$ cat src/logic/pinsel_pkg.sv
// Constants, register map and carrier types for the port-2 pin function select block
// How it works
// - Four 8-bit read/write pin select registers, all zero after reset.
// - Bit 0 of each register enables the plain GPIO function of the pin.
// - Pin-1 bit 6 joins the I2C master data line; software sets open-drain.
// - Pin-1 bit 5 joins I2C slave one data line; software sets open-drain.
// - Pin-1 bit 4 routes capture/compare channel five I/O to the pin.
// - Pin-1 bit 2 drives the pin from UART two transmit.
// - Pin-1 bit 1 drives the pin from PWM unit one output.
// - Pin-5 bit 7 drives LED segment twenty-one onto the pin.
// - Pin-5 bit 4 routes capture/compare channel four I/O to the pin.
// - Pin-5 bit 3 joins the I2C master clock line; software sets open-drain.
// - Pin-5 bit 2 joins I2C slave one clock line; software sets open-drain.
// - Pin-5 bit 6 joins I2C slave two clock line; software sets open-drain.
package pinsel_pkg;

    localparam int ADDR_W = 18;
    localparam int DATA_W = 32;
    localparam int CFG_W  = 8;
    localparam int NPINS  = 4;

    // Register indices; byte address is four times the index
    localparam logic [15:0] PIN1_IDX = 16'hA071;
    localparam logic [15:0] PIN3_IDX = 16'hA073;
    localparam logic [15:0] PIN4_IDX = 16'hA074;
    localparam logic [15:0] PIN5_IDX = 16'hA075;

    localparam logic [CFG_W-1:0] CFG_RESET = 8'h00;

    // Writable bits; reserved bits hold zero
    localparam logic [CFG_W-1:0] PIN1_MASK = 8'hFF;
    localparam logic [CFG_W-1:0] PIN3_MASK = 8'hFF;
    localparam logic [CFG_W-1:0] PIN4_MASK = 8'hDD;
    localparam logic [CFG_W-1:0] PIN5_MASK = 8'hFD;

    // Slot numbers of the pins in the register array
    localparam int SLOT_P1 = 0;
    localparam int SLOT_P3 = 1;
    localparam int SLOT_P4 = 2;
    localparam int SLOT_P5 = 3;

    // Field positions
    localparam int GENERAL_IO_SEL          = 0;
    localparam int ANALOG_INPUT_ONE_SEL    = 7;
    localparam int P1_I2C_MASTER_DATA_SEL  = 6;
    localparam int P1_I2C_SLAVE_ONE_DATA   = 5;
    localparam int CAPCOMP_FIVE_IO_SEL     = 4;
    localparam int SPI_SLAVE_OUT_SEL       = 3;
    localparam int UART_TWO_TX_SEL         = 2;
    localparam int PWM_UNIT_ONE_OUT_SEL    = 1;
    localparam int LED_SEG_TWENTYTHREE_SEL = 7;
    localparam int UART_THREE_TX_SEL       = 6;
    localparam int UART_THREE_RX_SEL       = 5;
    localparam int UART_TWO_RX_SEL         = 4;
    localparam int SPI_SELECT_IN_SEL       = 3;
    localparam int UART_FOUR_TX_SEL        = 2;
    localparam int UART_FOUR_RX_SEL        = 1;
    localparam int LED_SEG_TWENTYTWO_SEL   = 7;
    localparam int I2C_SLAVE_TWO_DATA_SEL  = 6;
    localparam int TIMER_TWO_INPUT_SEL     = 4;
    localparam int P4_I2C_MASTER_DATA_SEL  = 3;
    localparam int P4_I2C_SLAVE_ONE_DATA   = 2;
    localparam int LED_SEG_TWENTYONE_SEL   = 7;
    localparam int I2C_SLAVE_TWO_CLOCK_SEL = 6;
    localparam int CAPCOMP_FOUR_IO_SEL     = 4;
    localparam int I2C_MASTER_CLOCK_SEL    = 3;
    localparam int I2C_SLAVE_ONE_CLOCK_SEL = 2;

    // One source driving a pad
    typedef struct packed {
        logic out;
        logic oe;
    } pin_drive_t;

    // APB request lines
    typedef struct packed {
        logic [ADDR_W-1:0] addr;
        logic              write;
        logic [DATA_W-1:0] wdata;
        logic [3:0]        strb;
    } apb_req_t;

    function automatic logic [ADDR_W-1:0] reg_addr(input logic [15:0] idx);
        reg_addr = ADDR_W'({idx, 2'b00});
    endfunction

endpackage

$ cat src/logic/pin_route.sv
// Output selector for one pad: highest set select bit owns the pad
`timescale 1ns/1ps
`default_nettype none
module pin_route #(
    parameter int N = 8
) (
    input  wire logic                   i_clk,
    input  wire logic                   i_rst,
    input  wire logic [N-1:0]           i_sel,
    input  wire pinsel_pkg::pin_drive_t i_src [N],
    output var  pinsel_pkg::pin_drive_t o_pad
);
    import pinsel_pkg::*;

    generate
        if (N < 1)
        begin : g_bad
            $error("pin_route needs at least one source");
        end
    endgenerate

    // Several bits set at once: the upper bit wins so that the pad never sees two drivers
    function automatic pin_drive_t pick(input logic [N-1:0] sel, input pin_drive_t src [N]);
        pin_drive_t r;
        r = '0;
        for (int k = 0; k < N; k++)
        begin
            if (sel[k])
            begin
                r = src[k];
            end
        end
        return r;
    endfunction

    pin_drive_t pad_d;
    assign pad_d = pick(i_sel, i_src);

    always_ff @(posedge i_clk or posedge i_rst)
    begin
        if (i_rst)
            o_pad <= '0;
        else
            o_pad <= pad_d;
    end

endmodule
`default_nettype wire

$ cat src/logic/line_merge.sv
// Registered merge of a shared peripheral input taken from several pins
`timescale 1ns/1ps
`default_nettype none
module line_merge #(
    parameter int N = 1
) (
    input  wire logic         i_clk,
    input  wire logic         i_rst,
    input  wire logic [N-1:0] i_sel,
    input  wire logic [N-1:0] i_pad,
    output logic              o_line
);
    generate
        if (N < 1)
        begin : g_bad
            $error("line_merge needs at least one pin");
        end
    endgenerate

    // Wired-AND: unselected pins read as idle high, as an open-drain bus would
    wire logic merged = &(i_pad | ~i_sel);

    always_ff @(posedge i_clk or posedge i_rst)
    begin
        if (i_rst)
            o_line <= 1'b1;
        else
            o_line <= merged;
    end

endmodule
`default_nettype wire

$ cat src/logic/port2_pin_function_select.sv
// Port-2 pin function select: APB register file and pad routing for pins 1, 3, 4 and 5
//
// The APB interface to the registers was decided locally.
`timescale 1ns/1ps
`default_nettype none
module port2_pin_function_select (
    input  wire logic                    i_clk,
    input  wire logic                    i_rst,
    // APB slave
    input  wire logic                    i_psel,
    input  wire logic                    i_penable,
    input  wire logic                    i_pwrite,
    input  wire logic [pinsel_pkg::ADDR_W-1:0] i_paddr,
    input  wire logic [pinsel_pkg::DATA_W-1:0] i_pwdata,
    input  wire logic [3:0]              i_pstrb,
    output logic                         o_pready,
    output logic                         o_pslverr,
    output logic [pinsel_pkg::DATA_W-1:0] o_prdata,
    // Pads, slot order pin1, pin3, pin4, pin5
    input  wire logic [3:0]              i_pad_in,
    output logic [3:0]                   o_pad_out,
    output logic [3:0]                   o_pad_oe,
    // GPIO controller
    input  wire logic [3:0]              i_gpio_out,
    input  wire logic [3:0]              i_gpio_oe,
    output logic [3:0]                   o_gpio_in,
    // I2C master and slaves: drive low while oe is high
    input  wire logic                    i_i2c_master_unit_sda_oe,
    input  wire logic                    i_i2c_master_unit_scl_oe,
    input  wire logic                    i_i2cs1_sda_oe,
    input  wire logic                    i_i2cs1_scl_oe,
    input  wire logic                    i_i2cs2_sda_oe,
    input  wire logic                    i_i2cs2_scl_oe,
    output logic                         o_i2c_master_unit_sda_in,
    output logic                         o_i2c_master_unit_scl_in,
    output logic                         o_i2cs1_sda_in,
    output logic                         o_i2cs1_scl_in,
    output logic                         o_i2cs2_sda_in,
    output logic                         o_i2cs2_scl_in,
    // Capture/compare channels five and four
    input  wire logic                    i_capcomp5_out,
    input  wire logic                    i_capcomp5_oe,
    input  wire logic                    i_capcomp4_out,
    input  wire logic                    i_capcomp4_oe,
    output logic                         o_capcomp5_in,
    output logic                         o_capcomp4_in,
    // SPI
    input  wire logic                    i_spi_miso_out,
    input  wire logic                    i_spi_miso_oe,
    output logic                         o_spi_miso_in,
    output logic                         o_spi_select_in_n,
    // UARTs
    input  wire logic                    i_uart2_tx,
    input  wire logic                    i_uart3_tx,
    input  wire logic                    i_uart4_tx,
    output logic                         o_uart2_rx,
    output logic                         o_uart3_rx,
    output logic                         o_uart4_rx,
    // PWM, LED segments, timer, analog
    input  wire logic                    i_pwm_unit_one_out,
    input  wire logic                    i_led_seg21,
    input  wire logic                    i_led_seg22,
    input  wire logic                    i_led_seg23,
    output logic                         o_timer2_in,
    output logic                         o_adc_ch1_connect
);
    import pinsel_pkg::*;

    ////////////////////////////////////////////////////////////////////////////////
    // APB decode

    apb_req_t req;
    assign req = '{addr: i_paddr, write: i_pwrite, wdata: i_pwdata, strb: i_pstrb};

    wire logic       setup_ph  = i_psel & ~i_penable;
    wire logic       access_ph = i_psel & i_penable;
    wire logic       hit_p1    = (req.addr == reg_addr(PIN1_IDX));
    wire logic       hit_p3    = (req.addr == reg_addr(PIN3_IDX));
    wire logic       hit_p4    = (req.addr == reg_addr(PIN4_IDX));
    wire logic       hit_p5    = (req.addr == reg_addr(PIN5_IDX));
    wire logic       hit_any   = hit_p1 | hit_p3 | hit_p4 | hit_p5;
    logic [1:0]      slot;
    logic [CFG_W-1:0] wmask;

    always_comb
    begin
        if (hit_p1)
        begin
            slot  = 2'(SLOT_P1);
            wmask = PIN1_MASK;
        end
        else if (hit_p3)
        begin
            slot  = 2'(SLOT_P3);
            wmask = PIN3_MASK;
        end
        else if (hit_p4)
        begin
            slot  = 2'(SLOT_P4);
            wmask = PIN4_MASK;
        end
        else
        begin
            slot  = 2'(SLOT_P5);
            wmask = PIN5_MASK;
        end
    end

    // Only byte lane 0 carries a register; other lanes are ignored
    wire logic do_write = access_ph & req.write & hit_any & req.strb[0];

    // Zero wait states; the answer is in the access phase
    assign o_pready  = 1'b1;
    assign o_pslverr = access_ph & ~hit_any;

    ////////////////////////////////////////////////////////////////////////////////
    // Configuration registers

    logic [CFG_W-1:0] cfg_q [NPINS];
    logic [CFG_W-1:0] cfg_d;
    assign cfg_d = req.wdata[CFG_W-1:0] & wmask;

    always_ff @(posedge i_clk or posedge i_rst)
    begin
        if (i_rst)
        begin
            for (int k = 0; k < NPINS; k++)
            begin
                cfg_q[k] <= CFG_RESET;
            end
        end
        else if (do_write)
        begin
            cfg_q[slot] <= cfg_d;
        end
    end

    // Read data latched in setup so it stands through the access phase
    logic [DATA_W-1:0] rdata_q;
    wire logic [DATA_W-1:0] rdata_d = hit_any ? DATA_W'(cfg_q[slot]) : '0;

    always_ff @(posedge i_clk or posedge i_rst)
    begin
        if (i_rst)
            rdata_q <= '0;
        else if (setup_ph)
            rdata_q <= rdata_d;
    end

    assign o_prdata = rdata_q;

    ////////////////////////////////////////////////////////////////////////////////
    // Select bits

    wire logic [CFG_W-1:0] c1 = cfg_q[SLOT_P1];
    wire logic [CFG_W-1:0] c3 = cfg_q[SLOT_P3];
    wire logic [CFG_W-1:0] c4 = cfg_q[SLOT_P4];
    wire logic [CFG_W-1:0] c5 = cfg_q[SLOT_P5];

    wire logic [3:0] gpio_sel = {c5[GENERAL_IO_SEL], c4[GENERAL_IO_SEL],
                                 c3[GENERAL_IO_SEL], c1[GENERAL_IO_SEL]};

    ////////////////////////////////////////////////////////////////////////////////
    // Pad sources: open-drain users only ever drive low

    pin_drive_t src1 [CFG_W];
    pin_drive_t src3 [CFG_W];
    pin_drive_t src4 [CFG_W];
    pin_drive_t src5 [CFG_W];

    // Analog input and MISO on pin 1
    assign src1[ANALOG_INPUT_ONE_SEL]   = '{out: 1'b0, oe: 1'b0};
    assign src1[SPI_SLAVE_OUT_SEL]      = '{out: i_spi_miso_out, oe: i_spi_miso_oe};
    assign src1[P1_I2C_MASTER_DATA_SEL] = '{out: 1'b0, oe: i_i2c_master_unit_sda_oe};
    assign src1[P1_I2C_SLAVE_ONE_DATA]  = '{out: 1'b0, oe: i_i2cs1_sda_oe};
    assign src1[CAPCOMP_FIVE_IO_SEL]    = '{out: i_capcomp5_out, oe: i_capcomp5_oe};
    assign src1[UART_TWO_TX_SEL]        = '{out: i_uart2_tx, oe: 1'b1};
    assign src1[PWM_UNIT_ONE_OUT_SEL]   = '{out: i_pwm_unit_one_out, oe: 1'b1};
    assign src1[GENERAL_IO_SEL]         = '{out: i_gpio_out[SLOT_P1], oe: i_gpio_oe[SLOT_P1]};

    // Pin 3 functions; receive and select lines leave the pad undriven
    assign src3[LED_SEG_TWENTYTHREE_SEL] = '{out: i_led_seg23, oe: 1'b1};
    assign src3[UART_THREE_TX_SEL]       = '{out: i_uart3_tx, oe: 1'b1};
    assign src3[UART_THREE_RX_SEL]       = '{out: 1'b0, oe: 1'b0};
    assign src3[UART_TWO_RX_SEL]         = '{out: 1'b0, oe: 1'b0};
    assign src3[SPI_SELECT_IN_SEL]       = '{out: 1'b0, oe: 1'b0};
    assign src3[UART_FOUR_TX_SEL]        = '{out: i_uart4_tx, oe: 1'b1};
    assign src3[UART_FOUR_RX_SEL]        = '{out: 1'b0, oe: 1'b0};
    assign src3[GENERAL_IO_SEL]          = '{out: i_gpio_out[SLOT_P3], oe: i_gpio_oe[SLOT_P3]};

    assign src4[LED_SEG_TWENTYTWO_SEL]  = '{out: i_led_seg22, oe: 1'b1};
    assign src4[TIMER_TWO_INPUT_SEL]    = '{out: 1'b0, oe: 1'b0};
    assign src4[P4_I2C_MASTER_DATA_SEL] = '{out: 1'b0, oe: i_i2c_master_unit_sda_oe};
    assign src4[P4_I2C_SLAVE_ONE_DATA]  = '{out: 1'b0, oe: i_i2cs1_sda_oe};
    assign src4[I2C_SLAVE_TWO_DATA_SEL] = '{out: 1'b0, oe: i_i2cs2_sda_oe};
    assign src4[GENERAL_IO_SEL]         = '{out: i_gpio_out[SLOT_P4], oe: i_gpio_oe[SLOT_P4]};
    assign src4[5]                      = '0;
    assign src4[1]                      = '0;

    assign src5[LED_SEG_TWENTYONE_SEL]   = '{out: i_led_seg21, oe: 1'b1};
    assign src5[I2C_SLAVE_TWO_CLOCK_SEL] = '{out: 1'b0, oe: i_i2cs2_scl_oe};
    assign src5[CAPCOMP_FOUR_IO_SEL]     = '{out: i_capcomp4_out, oe: i_capcomp4_oe};
    assign src5[I2C_MASTER_CLOCK_SEL]    = '{out: 1'b0, oe: i_i2c_master_unit_scl_oe};
    assign src5[I2C_SLAVE_ONE_CLOCK_SEL] = '{out: 1'b0, oe: i_i2cs1_scl_oe};
    assign src5[GENERAL_IO_SEL]          = '{out: i_gpio_out[SLOT_P5], oe: i_gpio_oe[SLOT_P5]};
    // Bit 5 is stored and read back but routes nothing here
    assign src5[5]                       = '0;
    assign src5[1]                       = '0;

    pin_drive_t pad [NPINS];

    pin_route #(.N(CFG_W)) u_route_p1 (
        .i_clk (i_clk),
        .i_rst (i_rst),
        .i_sel (c1),
        .i_src (src1),
        .o_pad (pad[SLOT_P1])
    );

    pin_route #(.N(CFG_W)) u_route_p3 (
        .i_clk (i_clk),
        .i_rst (i_rst),
        .i_sel (c3),
        .i_src (src3),
        .o_pad (pad[SLOT_P3])
    );

    pin_route #(.N(CFG_W)) u_route_p4 (
        .i_clk (i_clk),
        .i_rst (i_rst),
        .i_sel (c4),
        .i_src (src4),
        .o_pad (pad[SLOT_P4])
    );

    pin_route #(.N(CFG_W)) u_route_p5 (
        .i_clk (i_clk),
        .i_rst (i_rst),
        .i_sel (c5),
        .i_src (src5),
        .o_pad (pad[SLOT_P5])
    );

    assign o_pad_out = {pad[SLOT_P5].out, pad[SLOT_P4].out, pad[SLOT_P3].out, pad[SLOT_P1].out};
    assign o_pad_oe  = {pad[SLOT_P5].oe, pad[SLOT_P4].oe, pad[SLOT_P3].oe, pad[SLOT_P1].oe};

    ////////////////////////////////////////////////////////////////////////////////
    // Peripheral inputs; unselected lines read idle high

    // Master data from pin 1 or pin 4
    line_merge #(.N(2)) u_in_i2c_master_unit_sda (
        .i_clk  (i_clk),
        .i_rst  (i_rst),
        .i_sel  ({c4[P4_I2C_MASTER_DATA_SEL], c1[P1_I2C_MASTER_DATA_SEL]}),
        .i_pad  ({i_pad_in[SLOT_P4], i_pad_in[SLOT_P1]}),
        .o_line (o_i2c_master_unit_sda_in)
    );

    // Slave one data from pin 1 or pin 4
    line_merge #(.N(2)) u_in_i2cs1_sda (
        .i_clk  (i_clk),
        .i_rst  (i_rst),
        .i_sel  ({c4[P4_I2C_SLAVE_ONE_DATA], c1[P1_I2C_SLAVE_ONE_DATA]}),
        .i_pad  ({i_pad_in[SLOT_P4], i_pad_in[SLOT_P1]}),
        .o_line (o_i2cs1_sda_in)
    );

    // Single-pin inputs gathered so one generate loop gives each its own merge instance
    localparam int NSINGLE = 12;
    wire logic [NSINGLE-1:0] s_sel = {
        c4[I2C_SLAVE_TWO_DATA_SEL], c5[I2C_MASTER_CLOCK_SEL], c5[I2C_SLAVE_ONE_CLOCK_SEL],
        c5[I2C_SLAVE_TWO_CLOCK_SEL], c1[CAPCOMP_FIVE_IO_SEL], c5[CAPCOMP_FOUR_IO_SEL],
        c1[SPI_SLAVE_OUT_SEL], c3[SPI_SELECT_IN_SEL], c3[UART_TWO_RX_SEL],
        c3[UART_THREE_RX_SEL], c3[UART_FOUR_RX_SEL], c4[TIMER_TWO_INPUT_SEL]};
    wire logic [NSINGLE-1:0] s_pad = {
        i_pad_in[SLOT_P4], i_pad_in[SLOT_P5], i_pad_in[SLOT_P5],
        i_pad_in[SLOT_P5], i_pad_in[SLOT_P1], i_pad_in[SLOT_P5],
        i_pad_in[SLOT_P1], i_pad_in[SLOT_P3], i_pad_in[SLOT_P3],
        i_pad_in[SLOT_P3], i_pad_in[SLOT_P3], i_pad_in[SLOT_P4]};
    logic [NSINGLE-1:0] s_line;

    genvar g;
    generate
        for (g = 0; g < NSINGLE; g++)
        begin : g_single
            line_merge #(.N(1)) u_in (
                .i_clk  (i_clk),
                .i_rst  (i_rst),
                .i_sel  (s_sel[g]),
                .i_pad  (s_pad[g]),
                .o_line (s_line[g])
            );
        end
    endgenerate

    assign o_i2cs2_sda_in    = s_line[11];
    assign o_i2c_master_unit_scl_in     = s_line[10];
    assign o_i2cs1_scl_in    = s_line[9];
    assign o_i2cs2_scl_in    = s_line[8];
    assign o_capcomp5_in     = s_line[7];
    assign o_capcomp4_in     = s_line[6];
    assign o_spi_miso_in     = s_line[5];
    assign o_spi_select_in_n = s_line[4];
    assign o_uart2_rx        = s_line[3];
    assign o_uart3_rx        = s_line[2];
    assign o_uart4_rx        = s_line[1];
    assign o_timer2_in       = s_line[0];

    ////////////////////////////////////////////////////////////////////////////////
    // GPIO input and analog switch, registered

    logic [3:0] gpio_in_q;
    logic       adc_q;

    always_ff @(posedge i_clk or posedge i_rst)
    begin
        if (i_rst)
        begin
            gpio_in_q <= '0;
            adc_q     <= 1'b0;
        end
        else
        begin
            // GPIO sees the pad only when enabled
            gpio_in_q <= i_pad_in & gpio_sel;
            adc_q     <= c1[ANALOG_INPUT_ONE_SEL];
        end
    end

    assign o_gpio_in         = gpio_in_q;
    assign o_adc_ch1_connect = adc_q;

endmodule
`default_nettype wire

$ cat config.mk
export PLATFORM = sky130hd
export DESIGN_NAME = port2_pin_function_select
export DESIGN_NICKNAME = d
export VERILOG_FILES = /design/src/logic/pinsel_pkg.sv /design/src/logic/pin_route.sv /design/src/logic/line_merge.sv /design/src/logic/port2_pin_function_select.sv
export SDC_FILE = /design/constraint.sdc
export NUM_CORES = 1
export LEC_CHECK = 0
export ABC_AREA = 1
export BUFFER_PORTS_ARGS = -buffer_cell sky130_fd_sc_hd__buf_2
export CAP_MARGIN = 20
export CORE_MARGIN = 10
export CORE_UTILIZATION = 52
export DETAILED_ROUTE_END_ITERATION = 8
export MAX_ROUTING_LAYER = met4
export PLACE_DENSITY = 0.86
export SKIP_LAST_GASP = 1
export SLEW_MARGIN = 20
export SYNTH_ARGS = -nofsm -noshare
export SYNTH_HDL_FRONTEND = slang
export SYNTH_SLANG_ARGS = --single-unit
$ cat constraint.sdc
create_clock -name i_clk -period 4.93 [get_ports i_clk]
set_input_delay 0.2465 -clock i_clk [delete_from_list [all_inputs] [get_ports i_clk]]
set_output_delay 0.2465 -clock i_clk [all_outputs]
set_load 0.05 [all_outputs]
==> results of run 1 <==
## per-stage QoR
stage,hold WS [ns],worst slack [ns]
after floorplan,0.344,3.01
after global placement,0.417,2.73
after detailed placement,0.421,2.68
after CTS,0.102,2.68
after global routing,0.141,2.45
final,0.113,2.68
## critical path: cells and delay by family
| kind | cells | cell delay [ns] |
|---|---|---|
| simple gates | 6 | 1.43 |
| buf+inv | 2 | 0.32 |
## worst max-delay path by stage
| stage | startpoint | to | slack (ns) | depth (start not counted) |
|---|---|---|---|---|
| final | i_paddr[11] | o_pslverr | 2.68 | 8 |
| after global placement | i_paddr[11] | o_pslverr | 2.73 | 8 |
| after detailed placement | i_paddr[11] | o_pslverr | 2.68 | 8 |
| after floorplan | i_paddr[4] | o_pslverr | 3.01 | 8 |
| after global routing | i_paddr[13] | o_pslverr | 2.45 | 8 |
| after CTS | i_paddr[11] | o_pslverr | 2.68 | 8 |
## routing by layer
layer | GRT usage | vias up | wire [um]
li1 | - | 1639 | -
met1 | 0.223 | 1576 | 4230
met2 | 0.325 | 161 | 5040
met3 | 0.0291 | 31 | 536
met4 | 0.0877 | 0 | 324
met5 | - | - | 0
## power by group through the flow
stage | sequential (uW) | combinational [uW] | clock [uW]
after floorplan | 560 | 79.6 | 0
after global placement | 560 | 100 | 0
after detailed placement | 560 | 102 | 0
after CTS | 550 | 102 | 503
after global routing | 550 | 111 | 530
final | 550 | 103 | 500
## sequential cells by signal, indices dropped and copies added (netlist names)
signal,flops
g_single.u_in.o_line,12
c1,8
c3,8
c4,8
c5,8
o_prdata,8
o_gpio_in,4
u_route_p1.o_pad,2
u_route_p3.o_pad,2
u_route_p4.o_pad,2
u_route_p5.o_pad,2
o_adc_ch1_connect,1
u_in_i2c_master_unit_sda.o_line,1
u_in_i2cs1_sda.o_line,1
## placed cells by master, fill, tap and decap left out, types with 2 or more instances in the layout
cell type,Yosys,layout
a21oi_1,7,7
buf_2,4,98
buf_4,26,2
bufinv_16,0,2
clkbuf_8,0,9
clkinv_2,0,2
clkinvlp_4,0,3
conb_1,2,25
dfrtp_1,53,53
dfstp_2,14,14
inv_1,67,66
inv_2,2,3
nand2_1,156,156
nand2_2,2,2
nand3_1,42,42
nand3_2,2,2
nand3_4,4,4
nand3b_1,2,2
nand4_1,24,24
nor2_1,29,29
nor2_2,3,3
nor2_4,4,4
nor3_1,5,5
o21ai_0,9,9
## layout make-up
class,count,share of cell area
Clock buffer,9,0.0287
Clock inverter,7,0.0215
Inverter,69,0.0601
Multi-Input combinational cell,324,0.351
Sequential cell,67,0.393
Tap cell,96,0.0279
Timing Repair Buffer,100,0.117
## cells by family after synthesis
family          count (synthesis)
compound gates                 24
other cells                     2
simple gates                  275
buf+inv                       103
flops                          67
==> results.md, run 1 <==
* Status: complete, no violations
* Final max-slew violation count at 0
* Layout Area Growth over Synthesis at 18.8%
* Combinational family with the most area after synthesis: simple AND/OR/NAND/NOR gates
* Die ar. at ~11000 um2
* Post-CTS setup buffer count at 0
* Gate Count Post-Synth at roughly 470
* First-pass DRT Iterations at 7
* FF-to-FF setup slack at around 3.7 ns
* Compound-Gate Fraction of Synth Area at 0.0390
* CTS sink count at 67
* Worst Tran Pin Value at just over 0.8 ns
* Drc violations at 0
* RSZ-0062 raised after global routing: no
* Clock Power Share at 0.434
* XOR/XNOR Fraction of Synth Area at 0
* Synth Area in Adders at 0
* Design area at 4310 um2
* Fin util at 0.634
* Yosys warning count at 0
* Nets at 661
* Final hold violations at 0
* Launch point of the worst reg-to-reg path: c1[3]
* Worst path arrival time at 2.00 ns
* First-pass GRT wire length at 16700 um
* Max-cap violations at 0
* Most used DFF post-synth: dfrtp_1
* Achievable Freq at about 450 MHz
* Worst path cell trace: buf_2 -> nor2_1 -> nand3_1 -> nor2_4 -> nand3_2 -> nand3_4 -> nor2_1 -> buf_2
* TNS Setup at 0 ns
* Port Buffers at 98
* Most area-consuming cells after synthesis: dfrtp_1 (37%), nand2_1 (16%), dfstp_2 (10%)
* CP max FO at 28
* Max stage delay cell, worst path: nand3_4
* CTS tree: built
* Min-Delay Path Class: in2reg
* Gr ovfl total at 0
* Net Sw Frac at 0.258
* Synth top area share at 0.366
* Reg power frac at 0.477
* CTS Buffer Depth at 2
* # rows at 30
* Multi-input combinational cell area at 1510 um2
* Synth area leader: dfrtp_1
* Largest net degree at the start of global routing at 68
* Endpoints failing setup at 0
* Leakage power at 0.00250 uW
* Final WL at approximately 10000 um
* EDFF count, synth at 0
* Worst skew pair latency at 0.35 ns
* Non-Filler Instances at 672
* Cell Area, Placed at 4090 um2
* Io pins at 151
* Core footprint at 6790 um2
* Post-detail-place hpwl at 7710 um
* Critical path class: in2out
* Count leader, synth: nand2_1
* Unique cell type count in the Yosys netlist at 32
* Peak VDD IR at 0.123 mV
* Root buffer cell: clkbuf_8
* Max-slew headroom at 0.450
* Seq. cell area at 1690 um2
* Ant. Diodes at 0
* Routed Antenna Nets at 0
* Logic gate share of total power at 0.089
* Die width at 104 um
* CTS H-tree depth at 3
* Hold buffer count at cts at 0
* Chip height at 104 um
* Antenna violations before repair at 0
* Psw at 298 uW
* Clk slew on worst S/H paths at 0.08 ns
* Yosys reg bits at 67
* Async set or reset register ratio after synthesis at 1.00
* CP endpoint kind: primary output
* Tmin final at roughly 2.2 ns
* Inst Count DP at ~660
* Share of layout cells above drive strength 1 at 0.259
* Worst-case hold path end point: u_route_p5.o_pad[1]
* Top post-synthesis cells by count: nand2_1 (156), inv_1 (67), dfrtp_1 (53)
* Register area share after synthesis at 0.467
* Mean post-synth cell area at 7.70 um2
* Filler Cell Count at 580
* Path depth of the worst reg2reg path at 8
* CP peak stage delay at 0.46 ns
* Vias per inst at ~5.1
* Wire length per cell at 15.1 um
* Hold Crit Start: i_led_seg21
* Overall Power at 1150 uW
* Pwr dens at 267 nW/um2
* Hold depth at 3
* Post-synthesis mux area share at 0
* Initial Util at 0.534
* CTS Buf Count at 9
* Simple-gate area share of the yosys netlist at 0.353
* R2R Path End: u_route_p1.o_pad[0]
* Setup Skew at 0.00705 ns
* P_int at 855 uW
* Final period utilization at 0.456
* GRT Resource Usage Total at 0.193
* Critical path data required time at between 4 and 5 ns
* Vias in the first global route at 3478
* Startpoint types: primary input
* Cts repair resizes at 0
* Vias post-DR at 3407
* Placer congestion estimate at 0.958
* Post-Syn Area at 3630 um2
* DRT iter0 DRCs at 291
Note: power is estimated with default switching activity, not from simulation.
==> run 2, diff against run 1 <==
- CORE_UTILIZATION: 52 -> 44
- PLACE_DENSITY: 0.86 -> 0.77
- clock period: 4.93 -> 2 ns (I/O delays scaled with it)
==> results.md, run 2 (synthesized netlist as in run 1, its figures left out) <==
* Leakage power at 0.00256 uW (+2.7%)
* CP max FO at 28 (unchanged)
* TNS Setup at 0 ns (unchanged)
* Wire length per cell at 14.5 um (-3.4%)
* Initial Util at 0.446 (-0.0879)
* Antenna violations before repair at 0 (unchanged)
* Overall Power at 2880 uW (+150%)
* CTS tree: built
* Place WS at 0.229 ns (-2.45 ns)
* Final period utilization at 0.848
* CTS sink count at 67 (unchanged)
* Vias in the first global route at 3649 (+4.9%)
* DR top layer: met4
* Final WL at 10100 um (-0.29%)
* Max FFs per register at 12 (unchanged)
* Peak VDD IR at 0.268 mV (+120%)
* Layout Area Growth over Synthesis at 23.1%
* Setup Skew at 0.00774 ns (+0.000692 ns)
* # rows at 33 (+10%)
* Die width at 111 um (+7.0%)
* Vias per inst at 4.89 (-3.5%)
* CTS H-tree depth at 3 (unchanged)
* RSZ-0062 raised after global routing: no
* Largest net degree at the start of global routing at 34 (-50%)
* First-pass DRT Iterations at 5 (-2)
* Max-cap violations at 0 (unchanged)
* Tmin final at between 1.5 and 2 ns
* Gr ovfl total at 0 (unchanged)
* Share of layout cells above drive strength 1 at 0.260 (+0.00108)
* First-pass GRT wire length at 17000 um (+1.6%)
* Final hold violations at 0 (unchanged)
* Startpoint types: primary input
* Root buffer cell: clkbuf_8
* DRT iter0 DRCs at 238 (-18%)
* Endpoints failing setup at 0 (unchanged)
* Core footprint at 8130 um2 (+20%)
* Min-Delay Path Class: in2reg
* Final max-slew violation count at 0 (unchanged)
* CP endpoint kind: primary output
* Die ar. at 12300 um2 (+15%)
* Placer congestion estimate at 0.958 (about the same)
* Achievable Freq at around 600 MHz
* Pwr dens at 645 nW/um2 (+140%)
* Most frequent cells in the layout: nand2_1 (156), buf_2 (98), inv_1 (66)
* CTS Buffer Depth at 2 (unchanged)
* Nets at 674 (+2.0%)
* Filler Cell Count at 754 (+30%)
* Drc violations at 0 (unchanged)
* Port Buffers at 98 (unchanged)
* Clk slew on worst S/H paths at 0.07 ns (about the same)
* CTS Buf Count at 9 (unchanged)
* Most common cell after layout, fill and taps aside: nand2_1
* Chip height at 111 um (+7.0%)
* Status: complete, no violations
* Critical path data required time at 1.90 ns (-2.78 ns)
* Met1 wire length at 4340 um (+2.8%)
* Routed Antenna Nets at 0 (unchanged)
* Critical path class: in2out
* Worst path arrival time at 1.60 ns (-0.40 ns)
* Ant. Diodes at 0 (unchanged)
* Met2 Wirelength at 4960 um (-1.6%)
* Met3 WL post-DR at 557 um (+3.9%)
* Final WS setup at 0.303 ns (-2.38 ns)
* GRT Resource Usage Total at 0.170 (-0.0228)
* Largest Register: g_single.u_in.o_line
* Post-detail-place hpwl at 7910 um (+2.6%)
* Io pins at 151 (unchanged)
* Vias post-DR at 3396 (-0.32%)
* FF-to-FF setup slack at 0.80 ns (-2.87 ns)
* Worst skew pair latency at 0.35 ns (about the same)
## run 2: per-layer routing
layer,track usage,up-vias
met5,-,-
met4,0.0625,0
met3,0.0422,25
met2,0.281,143
met1,0.196,1557
li1,-,1671
## run 2: where the power goes
| group | leakage [uW] | internal [uW] | switching [uW] | total, uW |
|---|---|---|---|---|
| clock | 0.000108 | 735 | 519 | 1250 |
| combinational | 0.00157 | 70.7 | 200 | 271 |
| sequential | 0.000888 | 1360 | 0.0138 | 1360 |
## run 2: cell type report
class	count	area (um2)	area share
well taps	105	131	0.0294
repair buffers	113	638	0.143
multi-input cells	324	1510	0.339
inverters	69	259	0.0580
clock inverters	6	88.8	0.0199
clock buffers	10	138	0.0308
flip-flops and latches	67	1690	0.380
## run 2: repair_timing
| item | CTS | global route |
|---|---|---|
| hold endpoints to repair | 29 | 0 |
| setup buffers | 0 | 0 |
| endpoints found under the setup margin | 0 | 0 |
| resized for setup | 0 | 0 |
| hold buffers | 9 | 0 |
## run 2: worst paths after layout
kind / startpoint / end / cells past startpoint
hold reg to reg: c5[3] / g_single[10].u_in.o_line / 1
setup reg to reg: c1[3] / u_route_p1.o_pad[0] / 8
max in group asynchronous: i_rst / c3[5] / 4
hold / removal: i_pwdata[1] / c3[1] / 3
setup / recovery: i_paddr[11] / o_pslverr / 8
min in group asynchronous: i_rst / c1[4] / 3
## run 2: critical path, cell delays in order
cell and delay (ns):
buf_2 0.09, nor2_1 0.09, nand3_1 0.11, nor2_4 0.32, nand2_1 0.21, nand3_4 0.36, nor2_1 0.08, buf_2 0.22
## run 2: metrics by stage
stage          instance area [um2]  hold WS, ns  cells   util
4_1_cts                       4460       0.0268    694  0.549
6_report                      4460       0.0459    694  0.549
5_1_grt                       4460       0.0336    694  0.549
2_1_floorplan                 3710        0.197    494      -
3_5_place_dp                  4150        0.137    669  0.510
3_3_place_gp                  4150        0.123    669  0.510
